## src/pkg/fmacr_pkg.sv

```systemverilog
// Package for the fan monitor alert and configuration register bank.
// Assumes an internal register port (address, write/read strobes) from a serial bus engine.
package fmacr_pkg;
  localparam logic [7:0] ADDR_MASK_FIRST = 8'h74;
  localparam logic [7:0] ADDR_MASK_SECOND = 8'h75;
  localparam logic [7:0] ADDR_VOLT_LOW = 8'h76;
  localparam logic [7:0] ADDR_TEMP_LOW = 8'h77;
  localparam logic [7:0] ADDR_PIN_TACH_CFG = 8'h78;
  localparam logic [7:0] ADDR_DURATION = 8'h79;
  localparam logic [7:0] ADDR_TIME_LIMIT = 8'h7A;
  localparam logic [7:0] RESET_BYTE = 8'h00;
  // First mask fields
  localparam int MF_CORE = 1;
  localparam int MF_SUPPLY = 2;
  localparam int MF_REMOTE_ONE = 4;
  localparam int MF_LOCAL = 5;
  localparam int MF_REMOTE_TWO = 6;
  localparam int MF_GATE = 7;
  // Second mask fields
  localparam int MS_OVERTEMP = 1;
  localparam int MS_FAN_ONE = 2;
  localparam int MS_FAN_FOUR = 5;
  localparam int MS_DIODE_ONE = 6;
  localparam int MS_DIODE_TWO = 7;
  // Pin and tach configuration fields
  localparam int CF_ALERT = 0;
  localparam int CF_OVERTEMP = 1;
  localparam int CF_BOOST = 2;
  localparam int CF_FAST = 3;
  localparam int CF_CONT_LO = 4;
  // Shared pin function code that selects the overtemperature role
  localparam logic [1:0] PIN_FUNC_OVERTEMP = 2'h1;
  // Timing
  localparam real CLK_MHZ = 40.0;
  localparam real STEP_MS = 22.76;
  localparam int STEP_CYCLES = int'($floor(STEP_MS * CLK_MHZ * 1000.0));
  localparam real FAST_MS = 250.0;
  localparam real SLOW_MS = 1000.0;
  localparam int FAST_CYCLES = int'($floor(FAST_MS * CLK_MHZ * 1000.0));
  localparam int SLOW_CYCLES = int'($floor(SLOW_MS * CLK_MHZ * 1000.0));
endpackage

```

## src/pkg/fmacr_freeze_if.sv

```systemverilog
// Interface between the bank and its low-bit freeze holders.
// Assumes one clock shared by both ends.
`timescale 1ns/1ps
`default_nettype none
interface fmacr_freeze_if;
  logic [9:0] live;
  logic freezeReq;
  logic upperRead;
  logic [9:0] held;
  modport bank (output live, output freezeReq, output upperRead, input held);
  modport holder (input live, input freezeReq, input upperRead, output held);
endinterface
`default_nettype wire

```

## src/core/fmacr_regs.sv

```systemverilog
// Alert mask, low-bit, pin/tach configuration and overtemperature timer registers.
// Assumes a serial bus engine gives one-cycle read/write strobes with address and data,
// and that the measurement engine supplies 10-bit readings and status events.
`timescale 1ns/1ps
`default_nettype none
// How it works
// - First mask bits 1,2,4,5,6 block alert for their channel's limit events.
// - With second mask bits 7:2 all ones, gate bit 7 decides alert for second-status events.
// - Second mask bits 2,3,4 block fan one to three fault alerts.
// - Second mask bit 5 blocks fan four fault, or timer event in overtemp mode.
// - Second mask bits 6,7 block diode fault alerts for remote one and two.
// - Voltage low-bits register: core at 3:2, supply at 5:4, read-only.
// - Temperature low-bits register: remote one 3:2, local 5:4, remote two 7:6.
// - Reading low bits freezes them and upper bits until upper bits read.
// - Config bit 0 turns shared second fan pin into active-low alert output.
// - Config bit 1 with pin function field enables overtemperature pin.
// - Overtemp asserted with boost bit 2 forces fans to full duty.
// - Config bit 3 raises tach rate from once per second to every 250 ms.
// - Config bits 4 to 7 select continuous tach, no pulse stretching, per channel.
// - Lock bit makes configuration register three ignore writes.
// - Duration bits 7:1 read zero until assertion exceeds 45.52 ms.
// - Duration bit 0 sets on overtemp assertion, clears on read.
// - Beyond 45.52 ms bits 7:1 carry bits 7:1 of the count of 22.76 ms steps; bit 0 reads one.
// - Duration beyond limit register raises timer event; zero limit flags at once.
module fmacr_regs (
  // Clock and reset
  input wire logic clk,
  input wire logic rst,
  // Register port
  input wire logic [7:0] regAddr,
  input wire logic regWrite,
  input wire logic regRead,
  input wire logic [7:0] regWdata,
  output logic [7:0] regRdata,
  // Lock bit and shared pin function field from other configuration registers
  input wire logic configLock,
  input wire logic [1:0] sharedPinFunction,
  // Live 10-bit readings and reads of their upper-bit registers
  input wire logic [9:0] coreVoltage,
  input wire logic [9:0] supplyVoltage,
  input wire logic [9:0] remoteOneTemp,
  input wire logic [9:0] localTemp,
  input wire logic [9:0] remoteTwoTemp,
  input wire logic [4:0] upperBitsRead,
  output logic [39:0] heldUpperBits,
  // Status events from the measurement engine
  input wire logic [7:0] firstStatus,
  input wire logic [7:0] secondStatus,
  input wire logic overtempSignal,
  // Pin and fan controls
  output logic alertActiveN,
  output logic sharedPinIsAlert,
  output logic overtempPinEnable,
  output logic fanFullSpeed,
  output logic [3:0] continuousSense,
  output logic tachTick,
  output logic timerEvent
);
  logic [7:0] maskFirst_q;
  logic [7:0] maskSecond_q;
  logic [7:0] pinTachCfg_q;
  logic [7:0] timeLimit_q;
  logic [7:0] durCount_q;
  logic seenFlag_q;
  logic [31:0] stepCnt_q;
  logic [31:0] tachCnt_q;
  logic overtempLast_q;
  logic timerEvent_q;
  logic [7:0] regRdata_q;
  logic [9:0] held [5];

  // Address decode
  wire logic hitFirst = (regAddr == fmacr_pkg::ADDR_MASK_FIRST);
  wire logic hitSecond = (regAddr == fmacr_pkg::ADDR_MASK_SECOND);
  wire logic hitVolt = (regAddr == fmacr_pkg::ADDR_VOLT_LOW);
  wire logic hitTemp = (regAddr == fmacr_pkg::ADDR_TEMP_LOW);
  wire logic hitCfg = (regAddr == fmacr_pkg::ADDR_PIN_TACH_CFG);
  wire logic hitDur = (regAddr == fmacr_pkg::ADDR_DURATION);
  wire logic hitLimit = (regAddr == fmacr_pkg::ADDR_TIME_LIMIT);
  wire logic cfgWrite = regWrite && hitCfg && !configLock;
  wire logic durRead = regRead && hitDur;

  // Overtemperature input qualified by pin enable and function field
  wire logic overtempMode = pinTachCfg_q[fmacr_pkg::CF_OVERTEMP]
    && (sharedPinFunction == fmacr_pkg::PIN_FUNC_OVERTEMP);
  wire logic overtempActive = overtempMode && overtempSignal;
  wire logic overtempRise = overtempActive && !overtempLast_q;

  // Freeze holders for the five readings
  logic [9:0] liveData [5];
  logic [4:0] freezeReqs;
  assign liveData[0] = coreVoltage;
  assign liveData[1] = supplyVoltage;
  assign liveData[2] = remoteOneTemp;
  assign liveData[3] = localTemp;
  assign liveData[4] = remoteTwoTemp;
  assign freezeReqs = {{3{regRead && hitTemp}}, {2{regRead && hitVolt}}};

  genvar gi;
  generate
    for (gi = 0; gi < 5; gi++) begin : gHold
      fmacr_freeze_if frz ();
      assign frz.live = liveData[gi];
      assign frz.freezeReq = freezeReqs[gi];
      assign frz.upperRead = upperBitsRead[gi];
      assign held[gi] = frz.held;
      assign heldUpperBits[gi*8 +: 8] = frz.held[9:2];
      fmacr_hold uHold (
        .clk(clk),
        .rst(rst),
        .fr(frz)
      );
    end
  endgenerate

  // Register writes
  always_ff @(posedge clk or posedge rst) begin
    if (rst) begin
      maskFirst_q <= fmacr_pkg::RESET_BYTE;
      maskSecond_q <= fmacr_pkg::RESET_BYTE;
      pinTachCfg_q <= fmacr_pkg::RESET_BYTE;
      timeLimit_q <= fmacr_pkg::RESET_BYTE;
    end else begin
      if (regWrite && hitFirst) begin
        maskFirst_q <= regWdata;
      end
      if (regWrite && hitSecond) begin
        // Bit 1 is read-only and reads zero
        maskSecond_q <= {regWdata[7:2], 2'b00};
      end
      if (cfgWrite) begin
        pinTachCfg_q <= regWdata;
      end
      if (regWrite && hitLimit) begin
        timeLimit_q <= regWdata;
      end
    end
  end

  // Overtemperature duration timer
  wire logic stepDone = (stepCnt_q == 32'(fmacr_pkg::STEP_CYCLES - 1));
  wire logic countSat = (durCount_q == 8'hFF);
  wire logic durOver = durCount_q >= 8'h02;
  wire logic limitHit = overtempActive && ((timeLimit_q == 8'h00)
    || (durCount_q > timeLimit_q));

  always_ff @(posedge clk or posedge rst) begin
    if (rst) begin
      stepCnt_q <= 32'h0000_0000;
      durCount_q <= 8'h00;
      overtempLast_q <= 1'b0;
    end else begin
      overtempLast_q <= overtempActive;
      if (overtempRise) begin
        stepCnt_q <= 32'h0000_0000;
        durCount_q <= 8'h00;
      end else if (overtempActive) begin
        stepCnt_q <= stepDone ? 32'h0000_0000 : stepCnt_q + 32'h0000_0001;
        if (stepDone && !countSat) begin
          durCount_q <= durCount_q + 8'h01;
        end
      end
    end
  end

  // Assertion seen flag: set wins over the read clear
  always_ff @(posedge clk or posedge rst) begin
    if (rst) begin
      seenFlag_q <= 1'b0;
    end else if (overtempRise) begin
      seenFlag_q <= 1'b1;
    end else if (durRead) begin
      seenFlag_q <= 1'b0;
    end
  end

  always_ff @(posedge clk or posedge rst) begin
    if (rst) begin
      timerEvent_q <= 1'b0;
    end else begin
      timerEvent_q <= limitHit;
    end
  end

  // Beyond two steps bits 7:1 carry the count's bits 7:1 and drop its low bit; bit 0 stays high
  wire logic [7:0] durationRead = durOver
    ? {durCount_q[7:1], 1'b1} : {7'h00, seenFlag_q};

  // Read data
  wire logic [7:0] voltLow = {2'b00, held[1][1:0], held[0][1:0], 2'b00};
  wire logic [7:0] tempLow = {held[4][1:0], held[3][1:0], held[2][1:0], 2'b00};
  logic [7:0] readMux;
  always_comb begin
    readMux = 8'h00;
    if (hitFirst) begin
      readMux = maskFirst_q;
    end else if (hitSecond) begin
      readMux = maskSecond_q;
    end else if (hitVolt) begin
      readMux = voltLow;
    end else if (hitTemp) begin
      readMux = tempLow;
    end else if (hitCfg) begin
      readMux = pinTachCfg_q;
    end else if (hitDur) begin
      readMux = durationRead;
    end else if (hitLimit) begin
      readMux = timeLimit_q;
    end
  end

  // Held low bits are sampled at the read so the freeze and the answer agree
  always_ff @(posedge clk or posedge rst) begin
    if (rst) begin
      regRdata_q <= 8'h00;
    end else if (regRead) begin
      regRdata_q <= readMux;
    end
  end
  assign regRdata = regRdata_q;

  // Alert combine
  wire logic [7:0] firstMaskUsed = maskFirst_q & 8'h76;
  wire logic firstPending = |(firstStatus & ~firstMaskUsed & 8'h76);
  // Second status bit 5 is fan four fault or, in overtemp mode, the timer event
  wire logic [7:0] secondEvents = overtempMode
    ? {secondStatus[7:6], timerEvent_q, secondStatus[4:0]}
    : secondStatus;
  wire logic [7:0] secondMaskUsed = {maskSecond_q[7:2], 2'b00};
  wire logic secondPending = |(secondEvents & ~secondMaskUsed & 8'hFE);
  wire logic secondAllMasked = (maskSecond_q[7:2] == 6'h3F);
  wire logic secondRaw = |(secondEvents & 8'hFE);
  // When every mask is set the gate bit alone decides
  wire logic secondAlert = secondAllMasked
    ? (secondRaw && !maskFirst_q[fmacr_pkg::MF_GATE]) : secondPending;
  assign alertActiveN = !(firstPending || secondAlert);

  // Pin and fan controls
  assign sharedPinIsAlert = pinTachCfg_q[fmacr_pkg::CF_ALERT];
  assign overtempPinEnable = overtempMode;
  assign fanFullSpeed = overtempActive && pinTachCfg_q[fmacr_pkg::CF_BOOST];
  assign continuousSense = pinTachCfg_q[7:fmacr_pkg::CF_CONT_LO];
  assign timerEvent = timerEvent_q;

  // Tach measurement period
  wire logic [31:0] tachPeriod = pinTachCfg_q[fmacr_pkg::CF_FAST]
    ? 32'(fmacr_pkg::FAST_CYCLES - 1) : 32'(fmacr_pkg::SLOW_CYCLES - 1);
  wire logic tachDone = (tachCnt_q >= tachPeriod);
  always_ff @(posedge clk or posedge rst) begin
    if (rst) begin
      tachCnt_q <= 32'h0000_0000;
    end else begin
      tachCnt_q <= tachDone ? 32'h0000_0000 : tachCnt_q + 32'h0000_0001;
    end
  end
  assign tachTick = tachDone;
endmodule
`default_nettype wire

```

## src/core/fmacr_hold.sv

```systemverilog
// One frozen 10-bit reading: tracks live data until frozen, released when upper bits read.
// Assumes the bank decodes the freezing and releasing reads.
`timescale 1ns/1ps
`default_nettype none
module fmacr_hold (
  // Clock and reset
  input wire logic clk,
  input wire logic rst,
  // Bank side
  fmacr_freeze_if.holder fr
);
  logic frozen_q;
  logic [9:0] held_q;

  always_ff @(posedge clk or posedge rst) begin
    if (rst) begin
      frozen_q <= 1'b0;
    end else if (fr.freezeReq) begin
      frozen_q <= 1'b1;
    end else if (fr.upperRead) begin
      frozen_q <= 1'b0;
    end
  end

  always_ff @(posedge clk or posedge rst) begin
    if (rst) begin
      held_q <= 10'h000;
    end else if (!frozen_q && !fr.freezeReq) begin
      held_q <= fr.live;
    end
  end

  assign fr.held = held_q;
endmodule
`default_nettype wire

```

## config.mk

```make
export PLATFORM = sky130hd
export DESIGN_NAME = fmacr_regs
export DESIGN_NICKNAME = d
export VERILOG_FILES = /design/src/pkg/fmacr_pkg.sv /design/src/pkg/fmacr_freeze_if.sv /design/src/core/fmacr_regs.sv /design/src/core/fmacr_hold.sv
export SDC_FILE = /design/constraint.sdc
export NUM_CORES = 1
export LEC_CHECK = 0
export BUFFER_PORTS_ARGS = -buffer_cell sky130_fd_sc_hd__clkbuf_2
export CORE_AREA = 2 2 135 137
export CTS_BUF_LIST = sky130_fd_sc_hd__clkbuf_16
export DETAILED_ROUTE_END_ITERATION = 16
export DIE_AREA = 0 0 137 139
export MAX_ROUTING_LAYER = met4
export PLACE_DENSITY_LB_ADDON = 0.12
export SLEW_MARGIN = 20
export SYNTH_ARGS = -nofsm -noshare
export SYNTH_HDL_FRONTEND = slang
export SYNTH_SLANG_ARGS = --single-unit
```

## constraint.sdc

```tcl
create_clock -name clk -period 4.9 [get_ports clk]
set_input_delay 0.49 -clock clk [delete_from_list [all_inputs] [get_ports clk]]
set_output_delay 0.49 -clock clk [all_outputs]
set_load 0.02 [all_outputs]
```

==> reports/metrics.cfg <==
[cells_and_area]
layout-drive-gt1-share_pct=30.4
design_area_um2=9970
final_nets=1045
antenna_cells=0
synthToLayoutAreaGrowth_pct=13.9
fin_util_pct=56.5
fillers=1559

[yosys]
ys.flop_type=dfrtp_1
ys_types=63
postSynthCellCount=818
synth-async-reset-ratio_pct=100
synth_seq_cells=168
synth_top_area_share_pct=48.0
ys_seq_area_share_pct=48.0
yosys_warnings=0
syn-cell-area_um2=8760
yosysTopAreaCell=dfrtp_1
synth.area.mux_share_pct=11.7
synthXorXnorAreaFrac_pct=5.40
synth_edf_count=0
synthTopCellsByArea=dfrtp_1, mux2_2, buf_4
synth_compound_area_share_pct=5.99
syn_area_per_cell_um2=10.7
synth_fa_ha_area_share_pct=3.71
synth_top_family_by_area=simple AND/OR/NAND/NOR gates
synthSimpleGateAreaFrac_pct=18.4

[die]
core_um2=17700
rows=49
die_w_um=137
ios=153
die_h_um=139
start_util_pct=49.6
die-area_um2=19000

[power_and_ir_drop]
power_density_nw_per_um2=302
vdd_drop_max_mv=0.227
leakage_nw=4.69

[worst_setup_path]
r2r-end=tachCnt_q[10]
reg2reg_depth=8
slowest_stage=dfrtp_1
crit_arrival_ps=2880
startpoint_type=flop
cp.required_ps=4410
end_kind=output port
critical_path_class=flop to output port
crit_buf_inv=2
slowest_delay_ps=620
crit_chain=inv_1 > ha_1 > nand4_1 > nor4_1 > nor3_1 > o41ai_4 > clkbuf_2
crit_fanout=11
crit_family=flip-flops
r2r_setup_slack_ps=2090
reg2reg_from=pinTachCfg_q[3]

[timing]
setup_violations=0
finalCritPeriodShare_pct=68.8
worst_pin_slew_ps=1110
fmax_mhz=297
max_slew_margin_pct=25.5
finalHoldViolations=0
finalClockSkew_ps=8.53
rsz0062_at_grt=no
setup_tns_ps=0
slew_violations=0
min_period_ps=3370

[clocking]
clk_pin_slew_worst_paths_ps=70
clockBufferDepth=2
root_buffer=clkbuf_16
hold_buffers=0
cts_sinks=168
post_cts_resized=0
h-tree-depth=4
clock_latency_ps=430
cts_tree=built
cts_setup_buffers=0
cts_made_buffers=17

[drt]
drtIter0Drc=351
drc=0
wl_per_cell_um=15.6
drtPass1Iterations=4
drt-vias-per-instance=5.33
routed_wl_mm=18.2
vias=6217
ant_nets=0

[placement]
placed_cell_area_um2=9390
gp_congestion=0.837
port-buffer-count=148
dp_hpwl_mm=12.9

[grt]
grt_pass1_vias=6002
grt_pass1_wl_mm=30.2
overflow=0
track_usage_pct=20.3
grt_max_degree=128
antenna_found_initial=0

[min_path]
min_path_type=input pin to asynchronous set/reset pin

[flow_run]
cap_violations=0

[run_status]
status=finished, final reports clean

registers in the layout (all words and copies together) (netlist names):
register / count
regRdata: 8
stepCnt_q: 32
seenFlag_q: 1
gHold.uHold.frozen_q: 5
timerEvent: 1
pinTachCfg_q: 8
durCount_q: 8
maskFirst_q: 8
maskSecond_q: 6
gHold.uHold.fr.held: 50
tachCnt_q: 32
overtempLast_q: 1
timeLimit_q: 8
per-stage QoR:
| step | worst slack [ps] | std cells | hold slack [ps] | power (W) |
|---|---|---|---|---|
| 2_1_floorplan | 2190 | 822 | 451 | 0.00164 |
| 3_3_place_gp | 2070 | 1134 | 462 | 0.00170 |
| 3_5_place_dp | 2030 | 1134 | 468 | 0.00171 |
| 4_1_cts | 1500 | 1166 | 229 | 0.00305 |
| 5_1_grt | 1360 | 1166 | 233 | 0.00313 |
| 6_report | 1530 | 1166 | 230 | 0.00301 |
worst register-to-register path, delay by kind of cell, from the launching register on:
family,cells,cell delay [ps]
buffers and inverters,2,620
and+or+nand+nor,4,670
adders and majority gates,1,360
AOI/OAI and AO/OA,1,410
DFF,1,620
synthesized netlist by cell type, types with 3 or more instances:
master	number
nor2b_1	8
o2bb2ai_1	3
nand2b_1	12
nand3_1	25
nor3b_1	7
nand2_1	43
o21ai_0	25
buf_4	47
a31oi_1	6
dfrtp_1	168
and4_1	12
nor2_2	4
xnor2_1	30
and3_1	18
nor2_1	84
nor4_1	13
buf_2	6
a2111oi_0	3
o211ai_1	5
and2_1	4
mux2i_1	15
nand4_1	20
nand4b_1	4
nand2_2	3
ha_1	26
mux2_2	76
buf_1	3
clkbuf_1	11
xor2_1	24
inv_1	33
a22oi_1	7
nor3_1	13
a21oi_1	18
nor4b_1	4
worst max-delay path by stage:
stage,startpoint,end,slack (ps),depth (start not counted)
floorplan,pinTachCfg_q[3],tachTick,2190,7
global placement,pinTachCfg_q[3],tachTick,2070,7
detailed placement,pinTachCfg_q[3],tachTick,2030,7
CTS,pinTachCfg_q[3],tachTick,1500,7
global route,pinTachCfg_q[3],tachTick,1360,7
finish,pinTachCfg_q[3],tachTick,1530,7
metal layers:
metal / share of wire (%) / GRT usage, %
met4: 1.4 / 6.19
met2: 47 / 30.7
met1: 47 / 28.0
met5: 0 / -
met3: 4.1 / 3.40
power by group:
group	total, W	internal (W)	leakage, nW	switching (W)
sequential	0.00146	0.00143	2.16	0.0000286
clock	0.00133	0.000723	0.285	0.000610
combinational	0.000218	0.0000922	2.24	0.000126
total	0.00301	0.00225	4.69	0.000765
final cells by class:
class,count,area (um^2),share of cell area [%]
Sequential cell,168,4200,42.2
Tap cell,229,287,2.87
Inverter,34,133,1.33
Multi-Input combinational cell,551,3990,40.0
Clock inverter,15,155,1.56
Timing Repair Buffer,152,783,7.85
Clock buffer,17,425,4.27
cell usage in the layout, fill, tap and decap left out, types with 24 or more instances in the layout:
cell / n
nor2_1: 84
inv_1: 33
nand3_1: 25
nand2_1: 43
xor2_1: 24
xnor2_1: 30
dfrtp_1: 168
mux2_2: 76
ha_1: 26
o21ai_0: 25
clkbuf_2: 148
cell families after synthesis:
group                    count (synthesis)
other                                    1
XOR/XNOR                                54
flip-flops                             168
AND/OR/NAND/NOR                        294
buffers and inverters                  103
AO/OA/AOI/OAI                           80
adder cells (fa/ha/maj)                 26
multiplexers                            92
(Power assumes the default switching activity.)
